### src/verilog/loc_pkg.sv
// Constants, register map and types of the latched output clear control.
// Assumes a 100 MHz clock and a classic Wishbone slave interface.
`default_nettype none
package loc_pkg;
    localparam int CLK_HZ = 100_000_000;
    localparam int HOLD_MS = 1000;
    localparam int HOLD_CYC = CLK_HZ / 1000 * HOLD_MS;
    localparam int TEST_MS = 1000;
    localparam int TEST_CYC = CLK_HZ / 1000 * TEST_MS;
    localparam int NSG = 4;
    localparam int NLED = 8;
    localparam int NBO = 8;
    localparam int NSC = 8;
    localparam logic [7:0] ADR_CTRL = 8'h00;
    localparam logic [7:0] ADR_CMD = 8'h04;
    localparam logic [7:0] ADR_PWD = 8'h08;
    localparam logic [7:0] ADR_STAT = 8'h0c;
    // Command bits
    localparam int C_SYS = 0;
    localparam int C_LED = 1;
    localparam int C_BO = 2;
    localparam int C_SC = 3;
    localparam int C_ALL = 4;
    localparam int C_CONF = 5;
    localparam int C_SG = 8;
    // Control bits
    localparam int K_REM = 0;
    localparam int K_SCL = 1;
    localparam int K_SCW = 3;
    localparam int K_EMPTY = 4;
    localparam int K_SEL = 8;
    localparam logic [2:0] SCOPE_RST = 3'h1;
    localparam logic [2:0] SCOPE_NONE = 3'h0;
    localparam logic [2:0] SCOPE_LED_NP = 3'h1;
    localparam logic [2:0] SCOPE_LED = 3'h2;
    localparam logic [2:0] SCOPE_LED_BO = 3'h3;
    localparam logic [2:0] SCOPE_ALL = 3'h4;
    // Password value is arbitrary
    localparam logic [15:0] PWD_LVL1 = 16'h5a5a;
    typedef enum logic [1:0] {LT_IDLE, LT_RED, LT_GREEN} loc_test_t;
endpackage : loc_pkg
`default_nettype wire

### src/verilog/loc_clear_ctrl.sv
// Latched output clear controller with Wishbone register access.
// Assumes key, setting mode and latch inputs synchronous to clock.
//
// Chosen here: the Wishbone interface to the registers and the placing of the registers.
`default_nettype none
module loc_clear_ctrl
    import loc_pkg::*;
#(
    parameter int HOLD_CYCLES = HOLD_CYC,
    parameter int TEST_CYCLES = TEST_CYC
)(
    input wire logic clock,
    input wire logic rst_b,
    input wire logic wb_cyc_i,
    input wire logic wb_stb_i,
    input wire logic wb_we_i,
    input wire logic [7:0] wb_adr_i,
    input wire logic [3:0] wb_sel_i,
    input wire logic [31:0] wb_dat_i,
    output logic [31:0] wb_dat_o,
    output logic wb_ack_o,
    input wire logic clearKey,
    input wire logic settingMode,
    input wire logic [NLED-1:0] ledSet,
    input wire logic [NBO-1:0] relaySet,
    input wire logic [NBO-1:0] offDelayDone,
    input wire logic [NSC-1:0] telemSet,
    input wire logic [NSG-1:0] tripSet,
    input wire logic sysWarnSet,
    input wire logic extLedClear,
    input wire logic extRelayClear,
    input wire logic extTelemClear,
    output logic [NLED-1:0] ledLatch,
    output logic [NBO-1:0] relayLatch,
    output logic [NSC-1:0] telemLatch,
    output logic [NSG-1:0] tripLatch,
    output logic sysWarn,
    output logic menuOpen,
    output logic pwdPrompt,
    output logic testRed,
    output logic testGreen
);
    // Clear mask: [0]sys [1]led [2]relay [3]telem [4+i] trip i
    localparam int MW = 4 + NSG;

    function automatic logic [MW-1:0] scopeMask(input logic [2:0] s);
        logic [MW-1:0] m;
        m = '0;
        unique case (s)
            SCOPE_LED_NP, SCOPE_LED: m[1] = 1'b1;
            SCOPE_LED_BO: m[2:1] = 2'b11;
            SCOPE_ALL: m = {{NSG{1'b1}}, 3'b111, 1'b0};
            default: m = '0;
        endcase
        return m;
    endfunction : scopeMask

    logic rs1_r, rs2_r;
    always_ff @(posedge clock or negedge rst_b)
    begin
        if (!rst_b)
        begin
            rs1_r <= 1'b0;
            rs2_r <= 1'b0;
        end
        else
        begin
            rs1_r <= 1'b1;
            rs2_r <= rs1_r;
        end
    end
    wire logic rstn = rs2_r;

    logic [31:0] ctrl_r, ctrl_nxt, rdat_r, rdat_nxt;
    logic ack_r, ack_nxt;
    logic [NLED-1:0] led_r, led_nxt;
    logic [NBO-1:0] bo_r, bo_nxt, boPend_r, boPend_nxt;
    logic [NSC-1:0] sc_r, sc_nxt;
    logic [NSG-1:0] sg_r, sg_nxt;
    logic sys_r, sys_nxt, menu_r, menu_nxt, prm_r, prm_nxt;
    logic [MW-1:0] held_r, held_nxt;
    logic key_r, key_nxt, long_r, long_nxt;
    logic [31:0] kcnt_r, kcnt_nxt, tcnt_r, tcnt_nxt;
    loc_test_t tst_r, tst_nxt;

    always_comb
    begin
        logic wr, rd;
        logic [MW-1:0] req;
        logic [MW-1:0] clr;
        logic needPwd;
        wr = 1'b0;
        rd = 1'b0;
        req = '0;
        clr = '0;
        needPwd = 1'b0;
        ctrl_nxt = ctrl_r;
        rdat_nxt = rdat_r;
        ack_nxt = 1'b0;
        menu_nxt = menu_r;
        prm_nxt = prm_r;
        held_nxt = held_r;
        key_nxt = clearKey;
        long_nxt = long_r;
        kcnt_nxt = kcnt_r;
        tst_nxt = tst_r;
        tcnt_nxt = tcnt_r;
        if (wb_cyc_i && wb_stb_i && !ack_r)
        begin
            ack_nxt = 1'b1;
            wr = wb_we_i;
            rd = !wb_we_i;
        end
        if (rd)
        begin
            unique case (wb_adr_i)
                ADR_CTRL: rdat_nxt = ctrl_r;
                ADR_STAT: rdat_nxt = {8'h00, 3'h0, prm_r, menu_r, 1'b0,
                    tst_r, tripLatch, 3'h0, sysWarn, ledLatch};
                default: rdat_nxt = 32'h0000_0000;
            endcase
        end
        if (wr && wb_adr_i == ADR_CTRL)
        begin
            for (int b = 0; b < 4; b++)
                if (wb_sel_i[b])
                    ctrl_nxt[b*8 +: 8] = wb_dat_i[b*8 +: 8];
        end
        // Register commands count as remote requests, or as local ones while the menu is open
        if (wr && wb_adr_i == ADR_CMD && wb_sel_i[0]
            && (ctrl_r[K_REM] || menu_r))
        begin
            req[0] = wb_dat_i[C_SYS];
            req[1] = wb_dat_i[C_LED];
            req[2] = wb_dat_i[C_BO];
            req[3] = wb_dat_i[C_SC];
            if (wb_dat_i[C_ALL])
                req = req | {{NSG{1'b1}}, 3'b111, 1'b0};
            if (wb_sel_i[1])
                req[MW-1:4] = req[MW-1:4] | wb_dat_i[C_SG +: NSG];
        end
        // Confirm softkey applies the menu selection
        if (wr && wb_adr_i == ADR_CMD && wb_sel_i[0] && menu_r
            && wb_dat_i[C_CONF])
        begin
            req = req | ctrl_r[K_SEL +: MW];
            menu_nxt = 1'b0;
        end
        // External clear inputs share the remote gate
        if (ctrl_r[K_REM])
            req[3:1] = req[3:1] | {extTelemClear, extRelayClear, extLedClear};
        // Key classification, disabled in setting mode
        if (clearKey && !settingMode)
        begin
            if (kcnt_r < 32'(HOLD_CYCLES))
                kcnt_nxt = kcnt_r + 32'h1;
            if (kcnt_r == 32'(HOLD_CYCLES - 1) && !long_r)
            begin
                long_nxt = 1'b1;
                req = req | scopeMask(ctrl_r[K_SCL +: K_SCW]);
            end
        end
        else
        begin
            kcnt_nxt = '0;
            long_nxt = 1'b0;
            if (key_r && !clearKey && !long_r && !settingMode)
                menu_nxt = 1'b1;
        end
        // Password needed for relay, telem or trip clears unless K_EMPTY is set, and for an indicator-only long press with SCOPE_LED
        needPwd = |req[MW-1:2] && !ctrl_r[K_EMPTY];
        if (req[1] && !(|req[MW-1:2]) && ctrl_r[K_SCL +: K_SCW] == SCOPE_LED
            && long_nxt && !long_r)
            needPwd = 1'b1;
        if (prm_r)
        begin
            held_nxt = held_r | req;
            if (wr && wb_adr_i == ADR_PWD && wb_sel_i[1:0] == 2'b11)
            begin
                prm_nxt = 1'b0;
                held_nxt = '0;
                if (wb_dat_i[15:0] == PWD_LVL1)
                    clr = held_r | req;
            end
        end
        else if (needPwd)
        begin
            prm_nxt = 1'b1;
            held_nxt = req;
        end
        else
            clr = req;
        // Indicator test sequence
        if (clr[1])
        begin
            tst_nxt = LT_RED;
            tcnt_nxt = '0;
        end
        else if (tst_r != LT_IDLE)
        begin
            tcnt_nxt = tcnt_r + 32'h1;
            if (tcnt_r == 32'(TEST_CYCLES - 1))
            begin
                tcnt_nxt = '0;
                unique case (tst_r)
                    LT_RED: tst_nxt = LT_GREEN;
                    LT_GREEN: tst_nxt = LT_IDLE;
                    default: tst_nxt = LT_IDLE;
                endcase
            end
        end
        // Latch updates: a set in the same cycle wins over a clear
        sys_nxt = (sys_r && !clr[0]) || sysWarnSet;
        led_nxt = (clr[1] ? '0 : led_r) | ledSet;
        sc_nxt = (clr[3] ? '0 : sc_r) | telemSet;
        sg_nxt = (sg_r & ~clr[MW-1:4]) | tripSet;
        // Relay release waits for off-delay done
        boPend_nxt = (clr[2] ? bo_r : boPend_r) & ~offDelayDone;
        bo_nxt = (bo_r & ~(offDelayDone & (boPend_r | (clr[2] ? bo_r : '0))))
            | relaySet;
        boPend_nxt = boPend_nxt & ~relaySet;
    end

    always_ff @(posedge clock or negedge rstn)
    begin
        if (!rstn)
        begin
            ctrl_r <= {28'h0, SCOPE_RST, 1'b0};
            rdat_r <= '0;
            ack_r <= 1'b0;
            led_r <= '0;
            bo_r <= '0;
            boPend_r <= '0;
            sc_r <= '0;
            sg_r <= '0;
            sys_r <= 1'b0;
            menu_r <= 1'b0;
            prm_r <= 1'b0;
            held_r <= '0;
            key_r <= 1'b0;
            long_r <= 1'b0;
            kcnt_r <= '0;
            tcnt_r <= '0;
            tst_r <= LT_IDLE;
        end
        else
        begin
            ctrl_r <= ctrl_nxt;
            rdat_r <= rdat_nxt;
            ack_r <= ack_nxt;
            led_r <= led_nxt;
            bo_r <= bo_nxt;
            boPend_r <= boPend_nxt;
            sc_r <= sc_nxt;
            sg_r <= sg_nxt;
            sys_r <= sys_nxt;
            menu_r <= menu_nxt;
            prm_r <= prm_nxt;
            held_r <= held_nxt;
            key_r <= key_nxt;
            long_r <= long_nxt;
            kcnt_r <= kcnt_nxt;
            tcnt_r <= tcnt_nxt;
            tst_r <= tst_nxt;
        end
    end

    assign wb_dat_o = rdat_r;
    assign wb_ack_o = ack_r;
    assign ledLatch = led_r;
    assign relayLatch = bo_r;
    assign telemLatch = sc_r;
    assign tripLatch = sg_r;
    assign sysWarn = sys_r;
    assign menuOpen = menu_r;
    assign pwdPrompt = prm_r;
    assign testRed = (tst_r == LT_RED);
    assign testGreen = (tst_r == LT_GREEN);
endmodule : loc_clear_ctrl
`default_nettype wire

### config.mk
export PLATFORM = sky130hd
export DESIGN_NAME = loc_clear_ctrl
export DESIGN_NICKNAME = d
export VERILOG_FILES = /design/src/verilog/loc_pkg.sv /design/src/verilog/loc_clear_ctrl.sv
export SDC_FILE = /design/constraint.sdc
export NUM_CORES = 1
export LEC_CHECK = 0
export ABC_AREA = 1
export BUFFER_PORTS_ARGS = -buffer_cell sky130_fd_sc_hd__buf_4
export CAP_MARGIN = 10
export CELL_PAD_IN_SITES_DETAIL_PLACEMENT = 0
export CELL_PAD_IN_SITES_GLOBAL_PLACEMENT = 2
export CORE_AREA = 2 2 168 170
export DETAILED_ROUTE_END_ITERATION = 16
export DIE_AREA = 0 0 170 172
export PLACE_DENSITY = 0.95
export SYNTH_ARGS = -nofsm -noshare
export SYNTH_HDL_FRONTEND = slang
export SYNTH_SLANG_ARGS = --single-unit
### constraint.sdc
create_clock -name clock -period 9.8 [get_ports clock]
set_clock_uncertainty 0.2 [all_clocks]
set_input_delay 2.45 -clock clock [delete_from_list [all_inputs] [get_ports clock]]
set_output_delay 2.45 -clock clock [all_outputs]
set_load 0.05 [all_outputs]
Yosys cells after proc, flatten, opt, wreduce, memory -nomap -nowiden
Index checks and enable logic that the tools add are counted.
Widths: inputs -> output; s select.
{"block": "word_totals", "regBits": 182, "in_bits": 91, "out_inout_bits": 66, "elab_cells": 154}
{"block": "classes", "add_sub_neg": 2, "n_lt_le_gt_ge": 1, "eq_ne": 14, "muxes": 52, "n_bitwise": 19, "reduce_logical": 44}
{"operator": "$mux 32", "count": 5}
{"operator": "$mux 8", "count": 17}
{"operator": "$add 32x1->32 const B", "count": 2}
{"operator": "$eq 32x27->1 const B", "count": 2}
{"operator": "$pmux 32 s2", "count": 1}
{"operator": "$or 8x8->8", "count": 7}
{"operator": "$and 8x8->8", "count": 4}
{"operator": "$lt 32x27->1 const B", "count": 1}
{"operator": "$not 8->8", "count": 3}
{"operator": "$logic_and 1x1->1", "count": 21}
{"operator": "$mux 1", "count": 20}
{"operator": "$eq 16x15->1 const B", "count": 1}
{"operator": "$eq 8x4->1 const B", "count": 2}
{"operator": "$mux 5", "count": 3}
{"operator": "$reduce_and 2->1", "count": 5}
{"operator": "$eq 8x3->1 const B", "count": 1}
{"operator": "$logic_not 1->1", "count": 8}
{"operator": "$logic_not 8->1", "count": 1}
{"operator": "$mux 2", "count": 4}
{"operator": "$or 4x4->4", "count": 2}
{"operator": "$reduce_bool 2->1", "count": 4}
{"operator": "$eq 3x2->1 const B", "count": 2}
{"operator": "$reduce_or 6->1", "count": 1}
{"operator": "$and 4x4->4", "count": 1}
{"operator": "12 further kinds", "count": 14}

Longest topological paths before layout
Gate-level depths: netlist of the first run.
{"block": "depth", "depth_word": 32, "ltp_mapped": 19, "depth_no_buf": 17}

Least setup slack after synthesis of the first run
OpenSTA, ideal clock, no wires.
{"block": "synth_path", "kind": "input to register", "start": "input port wb_adr_i[1]", "end": "register tcnt_r[15]", "setup_ns": 0.119, "t_arrival_ns": 4.025, "required_ns": 9.481, "setup_slack_ns": 5.456, "cell_stages": 18, "path_buffers": 2, "path_cell_list": "nor2_2 nand2_1 nor2_2 nand2_2 inv_2 nand3_2 nor2_1 nor2_1 nand2_1 nor2_2 nand2_4 nand2_4 nand2_2 nand2_2 buf_6 buf_6 nand4_1 nand2_1"}
{"block": "synth_between", "elab_chain_cells": 22, "word_cells_on_any_way": 32, "cone_classes": "2 x eq/ne; 11 x mux; 4 x bitwise; 15 x reduce/logical"}
{"element": "start, declared", "line": "loc_clear_ctrl.sv:17", "source": "input wire logic [7:0] wb_adr_i,"}
{"element": "$eq 8x3->1", "line": "loc_clear_ctrl.sv:130, loc_clear_ctrl.sv:143"}
{"element": "$logic_and 1x1->1 (2 in a row)", "line": "loc_clear_ctrl.sv:130, loc_clear_ctrl.sv:143"}
{"element": "$logic_and 1x1->1", "line": "loc_clear_ctrl.sv:131", "source": "&& (ctrl_r[K_REM] || menu_r))"}
{"element": "$mux 8", "line": "loc_clear_ctrl.sv:130", "source": "if (wr && wb_adr_i == ADR_CMD && wb_sel_i[0]"}
{"element": "$or 8x8->8", "line": "loc_clear_ctrl.sv:146", "source": "req = req | ctrl_r[K_SEL +: MW];"}
{"element": "$mux 8", "line": "loc_clear_ctrl.sv:143", "source": "if (wr && wb_adr_i == ADR_CMD && wb_sel_i[0] && menu_r"}
{"element": "$or 3x3->3", "line": "loc_clear_ctrl.sv:151", "source": "req[3:1] = req[3:1] | {extTelemClear, extRelayClear, extLedClear};"}
{"element": "$mux 3", "line": "loc_clear_ctrl.sv:150", "source": "if (ctrl_r[K_REM])"}
{"element": "(+3 left out)"}
{"element": "$reduce_or 6->1", "line": "loc_clear_ctrl.sv:171, loc_clear_ctrl.sv:172"}
{"element": "$logic_not 1->1", "line": "loc_clear_ctrl.sv:172", "source": "if (req[1] && !(|req[MW-1:2]) && ctrl_r[K_SCL +: K_SCW] == SCOPE_LED"}
{"element": "$logic_and 1x1->1 (2 in a row)", "line": "loc_clear_ctrl.sv:172"}
{"element": "$logic_and 1x1->1 (2 in a row)", "line": "loc_clear_ctrl.sv:173", "source": "&& long_nxt && !long_r)"}
{"element": "$mux 1", "line": "loc_clear_ctrl.sv:172"}
{"element": "$mux 8", "line": "loc_clear_ctrl.sv:186", "source": "else if (needPwd)"}
{"element": "$mux 8 (*)", "line": "loc_clear_ctrl.sv:175", "source": "if (prm_r)"}
{"element": "$mux 32 / $reduce_bool 2->1 (equally long branches)"}
{"element": "end signal, assigned", "line": "loc_clear_ctrl.sv:263", "source": "tcnt_r <= tcnt_nxt;"}
{"element": "end, declared", "line": "loc_clear_ctrl.sv:83", "source": "logic [31:0] kcnt_r, kcnt_nxt, tcnt_r, tcnt_nxt;"}
Mark *: on every way between the ends. The rest lies on a longest branch, timed or not.
A chain may end at the register's enable or synchronous reset.

Worst setup path in the final report of the first run
{"block": "layout_path", "start": "input port settingMode", "end": "register led_r[1] (netlist: ledLatch[1])"}
{"block": "layout_between", "elab_chain_cells": 14, "word_cells_on_any_way": 19, "cone_classes": "8 x mux; 2 x bitwise; 9 x reduce/logical"}
{"element": "start, declared", "line": "loc_clear_ctrl.sv:23", "source": "input wire logic settingMode,"}
{"element": "$logic_not 1->1 (*)", "line": "loc_clear_ctrl.sv:153", "source": "if (clearKey && !settingMode)"}
{"element": "$logic_and 1x1->1 (*)", "line": "loc_clear_ctrl.sv:153"}
{"element": "$mux 8", "line": "loc_clear_ctrl.sv:153"}
{"element": "$reduce_or 6->1", "line": "loc_clear_ctrl.sv:171, loc_clear_ctrl.sv:172"}
{"element": "$logic_not 1->1", "line": "loc_clear_ctrl.sv:172"}
{"element": "$logic_and 1x1->1 (2 in a row)", "line": "loc_clear_ctrl.sv:172"}
{"element": "$logic_and 1x1->1 (2 in a row)", "line": "loc_clear_ctrl.sv:173"}
{"element": "$mux 1", "line": "loc_clear_ctrl.sv:172"}
{"element": "$mux 8", "line": "loc_clear_ctrl.sv:186"}
{"element": "$mux 8 (*)", "line": "loc_clear_ctrl.sv:175"}
{"element": "$mux 8 (*)", "line": "loc_clear_ctrl.sv:214", "source": "led_nxt = (clr[1] ? '0 : led_r) | ledSet;"}
{"element": "$or 8x8->8 (*)", "line": "loc_clear_ctrl.sv:214"}
{"element": "via led_nxt[1]", "line": "loc_clear_ctrl.sv:76", "source": "logic [NLED-1:0] led_r, led_nxt;"}
{"element": "end signal, assigned", "line": "loc_clear_ctrl.sv:251", "source": "led_r <= led_nxt;"}
{"element": "end, declared", "line": "loc_clear_ctrl.sv:76"}
Mark *: on every way through the listed nets, which the timed path passes. The rest lies on a longest branch.

==> flow_metrics.tcl, run 1 <==
set metrics [dict create \
    outcome "finished, final reports clean" \
    grt_pass1_wl_mm 44.68 \
    hp-class "reg2reg" \
    nNetsFinal 1448 \
    yosysMostFrequentCell "nand2_1" \
    antenna_found_initial 0 \
    clk_path_buf_depth 2 \
    grt_max_degree 79 \
    slew_headroom_pct 22.90 \
    rsz0062_at_grt "false" \
    arrival_ns 5.24 \
    syn_inst 1211 \
    rows 61 \
    die_x_um 170 \
    crit_type "in2reg" \
    setup_viol 0 \
    post_cts_buffers 0 \
    num_vias 8592 \
    synth_fp_nets 1304 \
    setup_ws_ns 4.722 \
    finalCriticalPeriod_ns 5.078 \
    synth_flop_cell "dfrtp_1" \
    start_util_pct 35.40 \
    cts_tree "done" \
    track_usage_pct 19.22 \
    cts_root_buf "clkbuf_16" \
    power_mw 1.762 \
    diodes 0 \
    dieArea_sq_um 29240 \
    report.final.slew_viol_count 0 \
    htree_num_levels 4 \
    synth_seq_cells 182 \
    synth_cell_types 47 \
    avgSynthCellArea_sq_um 8.032 \
    cts_resized 0 \
    drv_cap 0 \
    dr.pass1.iters 5 \
    cts_made_buffers 17 \
    reg2reg_from "kcnt_r[0]" \
    yosysTopAreaCell "dfrtp_1" \
    io_pins 157 \
    synth_top_cells_by_count "262 x nand2_1, 181 x dfrtp_1, 168 x inv_1" \
    drtIter0Drc 554 \
    crit_fanout 66 \
    placed_cell_area_sq_um 11190 \
    cts.sinks 182 \
    r2r_setup_slack_ns 6.56 \
    grt_pass1_vias 8564 \
    min_from "rs1_r" \
    area_delta_synth_final_pct 21.79 \
    end_kind "register" \
    wl_per_cell_um 15.82 \
    drive_gt1_share_pct 19.23 \
    hpwl_mm 19.80 \
    whs_ns 0.1602 \
    yosysSeqAreaShare_pct 46.84 \
    totalWireLength_mm 27.11 \
    insertion_delay_ns 0.44 \
    finish.instance_area_sq_um 11850 \
    drcViolationCount 0 \
    fillers 2821 \
    rr_worst_depth 16 \
    ant_nets 0 \
    netlist_area_sq_um 9727 \
    path_clk_slew_ns 0.09 \
    setup-tns-final_ns 0 \
    overflow 0 \
    start_kind "primary input" \
    viasPerCell 5.013 \
    synth_area_leaders "dfrtp_1 47%, nand2_1 10%, inv_1 6.5%" \
    die_h_um 172 \
    r2r-end "ledLatch[1]" \
    place_ws_ns 4.273 \
    cp.required_ns 9.96 \
    min_to "rs2_r" \
    irDropWorstVdd_uv 128.5 \
    yosys_warnings 0 \
    p_leak_nw 5.821 \
    synth_top_area_share_pct 46.57 \
    coreArea_sq_um 27480 \
    numPortBuffers 156 \
    timing.final.crit_share_pct 51.82 \
    place_congestion 0.8831 \
    tightest_slew_ns 1.155 \
    max_freq_mhz 196.9 \
    hold_viol 0 \
    synth_edf_count 0 \
    hold_buffers 0 \
    powerDensity_nw_per_um2 148.8 \
    synthArstFlopShare_pct 100.0 \
    hold_depth 0 \
]
[cell usage in the layout (no fill, tap or decap), drive strengths merged]
cell type / synthesis / final
nand3: 54 / 54
nor3: 36 / 36
or2: 1 / 1
inv: 175 / 185
o221ai: 17 / 17
a31o: 1 / 1
a211oi: 2 / 2
conb: 1 / 1
nor3b: 2 / 2
and3b: 1 / 1
nor2: 127 / 127
o22ai: 2 / 2
o21a: 2 / 2
mux2: 20 / 20
clkbuf: 22 / 17
dfstp: 1 / 1
xor2: 27 / 27
dfrtp: 181 / 181
nand4: 85 / 85
and3: 2 / 2
nand2: 278 / 278
nor4: 20 / 20
o21ai: 54 / 54
buf: 15 / 162
o21bai: 21 / 21
clkinv: 4 / 9
ha: 2 / 2
o211ai: 3 / 3
a21oi: 38 / 38
a31oi: 1 / 1
o31ai: 8 / 8
xnor2: 8 / 8
[power by group]
| group | internal, mW | leakage, nW | total (mW) | switching, mW |
|---|---|---|---|---|
| sequential | 0.775 | 2.35 | 0.806 | 0.0310 |
| clock | 0.365 | 0.314 | 0.751 | 0.386 |
| combinational | 0.0785 | 3.16 | 0.206 | 0.127 |
[logic make-up after synthesis]
logic type | share of synthesized area (%)
buffers and inverters | 8.889
xor gates and xnor gates | 3.152
and+or+nand+nor | 29.14
other | 0.03855
DFF | 46.84
adders and majority gates | 0.2572
muxes | 2.315
AOI/OAI and AO/OA | 9.377
[critical path, stage by stage]
cell and delay (ns):
buf_4 0.13, nor2_4 0.38, inv_2 0.25, nor2_1 0.23, nand3_4 0.13, nand2_1 0.08
nor2_1 0.05, nand2_1 0.10, nor2_4 0.06, nand3_4 0.10, nand2_2 0.16, nand2_2 0.09
buf_4 0.49, nand2_2 0.28, o21bai_1 0.21
[layout make-up]
class                      count  area, sq um  area share [%]
clock buffer                  17        425.4           3.591
clock inverter                15        230.2           1.943
inverter                     179        673.1           5.682
multi-input combinational    813         4309           36.38
sequential                   182         4559           38.49
tap                          346        432.9           3.654
timing repair buffer         162         1216           10.27
[through the flow]
stage / utilization, % / cells
final: 43.11 / 1714
after global routing: 43.11 / 1714
after CTS: 43.11 / 1714
after detailed placement: 40.73 / 1682
after global placement: 40.73 / 1682
after floorplan: - / 1211
[registers in the layout, indices dropped and copies added, names as in the netlist]
signal      count
held_r          8
tripLatch       4
sysWarn         1
boPend_r        8
long_r          1
kcnt_r         32
wb_dat_o       32
telemLatch      8
wb_ack_o        1
rs2_r           1
ledLatch        8
menuOpen        1
key_r           1
relayLatch      8
ctrl_r         32
rs1_r           1
tst_r           2
tcnt_r         32
pwdPrompt       1
[worst max path at each step]
stage           startpoint     endpoint  cells after the start
6_report       settingMode  ledLatch[1]                     15
5_1_grt        settingMode  ledLatch[7]                     15
4_1_cts        settingMode  ledLatch[1]                     15
3_5_place_dp   settingMode  ledLatch[1]                     15
3_3_place_gp   settingMode  ledLatch[2]                     15
2_1_floorplan        rs2_r  boPend_r[0]                      0
[metal layers]
metal	global-route usage (%)	wire [um]	vias up
met3	3.479	1187	23
li1	-	-	4291
met2	32.01	12770	195
met5	0	0	-
met4	4.719	334	0
met1	26.04	12820	4083
(Power assumes the default switching activity.)
==> run 2: changes to the inputs <==
--- a/config.mk
+++ b/config.mk
@@ -10,10 +10,10 @@
 export CAP_MARGIN = 10
 export CELL_PAD_IN_SITES_DETAIL_PLACEMENT = 0
 export CELL_PAD_IN_SITES_GLOBAL_PLACEMENT = 2
-export CORE_AREA = 2 2 168 170
+export CORE_AREA = 2 2 175 177
 export DETAILED_ROUTE_END_ITERATION = 16
-export DIE_AREA = 0 0 170 172
-export PLACE_DENSITY = 0.95
+export DIE_AREA = 0 0 177 179
+export PLACE_DENSITY = 0.91
 export SYNTH_ARGS = -nofsm -noshare
 export SYNTH_HDL_FRONTEND = slang
 export SYNTH_SLANG_ARGS = --single-unit
==> constraint.sdc (replaced) <==
create_clock -name clock -period 4.7 [get_ports clock]
set_clock_uncertainty 0.2 [all_clocks]
set_input_delay 1.175 -clock clock [delete_from_list [all_inputs] [get_ports clock]]
set_output_delay 1.175 -clock clock [all_outputs]
set_load 0.05 [all_outputs]
==> run 2 against run 1 <==
Compared with the run above: first-iteration DRC count fell by 8.3%; clock power rose by 93%; flip-flop and latch count did not move; final cell count rose by 3.0%; worst hold slack improved by 0.016 ns; combinational power rose by 120%; routed wire length rose by 3.9%; count of clock-buffer cells in the layout rose by 1; non-clock buffer count rose by 2; sequential power rose by 110%.
==> flow_metrics.tcl, run 2 (same netlist as run 1, synthesis figures left out) <==
set metrics [dict create \
    crit_type "in2reg" \
    crit_fanout 66 \
    hold_depth 0 \
    die_x_um 177 \
    wl_per_cell_um 15.94 \
    rows 64 \
    wl_met3_mm 1.758 \
    antenna_found_initial 0 \
    post_cts_buffers 0 \
    die_h_um 179 \
    setup_viol 0 \
    outcome "finished, final reports clean" \
    finish.instance_area_sq_um 11890 \
    hpwl_mm 20.56 \
    hold_buffers 0 \
    placed_cell_area_sq_um 11310 \
    diodes 0 \
    highest_layer "met4" \
    ant_nets 0 \
    dieArea_sq_um 31680 \
    num_vias 8675 \
    powerDensity_nw_per_um2 300.4 \
    drcViolationCount 0 \
    irDropWorstVdd_uv 314.4 \
    track_usage_pct 18.74 \
    rr_worst_depth 10 \
    start_util_pct 32.39 \
    arrival_ns 3.67 \
    final_cell_mix "261 x nand2_1, 180 x dfrtp_1, 168 x inv_1, 161 x buf_4, 114 x nor2_1" \
    grt_max_degree 79 \
    crit_path_cell_trace "buf_4 -> nor2_4 -> inv_2 -> nor2_1 -> nand3_4 -> nand2_1 -> nor2_1 -> nand2_1 -> nor2_4 -> nand3_4 -> nand2_2 -> nand2_2 -> buf_12 -> nand2_2 -> o21bai_1" \
    dr.pass1.iters 5 \
    numPortBuffers 156 \
    hp-class "reg2reg" \
    place_ws_ns 0.7181 \
    p_leak_nw 5.809 \
    finalCriticalPeriod_ns 3.498 \
    crit_top_cell "nand2_2" \
    cts.sinks 182 \
    met2_length_mm 13.06 \
    whs_ns 0.1758 \
    viasPerCell 4.912 \
    area_delta_synth_final_pct 22.23 \
    max_freq_mhz 285.9 \
    cts_made_buffers 17 \
    drtIter0Drc 508 \
    place_congestion 0.8954 \
    cts_root_buf "clkbuf_16" \
    cp.required_ns 4.87 \
    cts_tree "done" \
    rsz0062_at_grt "false" \
    end_kind "register" \
    drt-met1-wl_mm 12.80 \
    slowest_stage "nor2_4" \
    slew_headroom_pct 23.79 \
    final_common_cell "nand2_1" \
    setup-tns-final_ns 0 \
    start_kind "primary input" \
    insertion_delay_ns 0.45 \
    nNetsFinal 1450 \
    grt_pass1_vias 8665 \
    grt_pass1_wl_mm 46.64 \
    io_pins 157 \
    hold_viol 0 \
    clk_path_buf_depth 2 \
    cts_resized 0 \
    setup_ws_ns 1.202 \
    drv_cap 0 \
    path_clk_slew_ns 0.08 \
    cpPeakStageDelay_ns 0.38 \
    drive_gt1_share_pct 19.27 \
    overflow 0 \
    coreArea_sq_um 30030 \
    htree_num_levels 4 \
    report.final.slew_viol_count 0 \
    tightest_slew_ns 1.142 \
    totalWireLength_mm 28.16 \
    timing.final.crit_share_pct 74.42 \
]
==> run 2: cell types whose count changed in the layout (fill, tap and decap cells not counted), sizes merged <==
cell	previous run	this run
clkinv	9	8
inv	185	182
buf	162	164
clkinvlp	0	3
clkbuf	17	18
==> run 2: metrics by stage <==
stage	util, %	power, mW	std cells
floorplan	-	1.976	1211
global placement	37.65	2.156	1734
detailed placement	37.65	2.162	1734
CTS	39.59	3.632	1766
global route	39.59	3.764	1766
finish	39.59	3.571	1766
==> run 2: layer usage <==
metal / vias up / GRT usage, %
met1: 4125 / 24.92
met2: 214 / 29.90
met5: - / 0
li1: 4297 / -
met4: 0 / 5.647
met3: 39 / 4.877
==> run 2: critical path: cells and delay by family <==
kind | cells | cell delay, ns
buf+inv | 3 | 0.62
compound gates | 1 | 0.18
simple gates | 11 | 1.66
==> run 2: final timing paths <==
kind	from	endpoint	slack, ns
max in group asynchronous	rs2_r	telemLatch[1]	2.95
worst min register to register	rs1_r	rs2_r	0.18
worst max-delay path	settingMode	ledLatch[0]	1.20
worst max register to register	tcnt_r[1]	tcnt_r[23]	1.66
min in group asynchronous	rs2_r	ctrl_r[17]	0.26
worst min-delay path	rs1_r	rs2_r	0.18
==> run 2: cell type report <==
type / count / area (sq um)
fill: 3072 / 18140
sequential: 182 / 4559
multi-input combinational: 813 / 4309
timing repair buffer: 164 / 1269
inverter: 179 / 673.1
tap: 396 / 495.5
clock buffer: 18 / 429.2
clock inverter: 14 / 153.9
==> run 2: power by group <==
part / switching [mW] / internal (mW) / total [mW]
clock: 0.735 / 0.712 / 1.45
sequential: 0.0635 / 1.62 / 1.68
combinational: 0.276 / 0.170 / 0.445
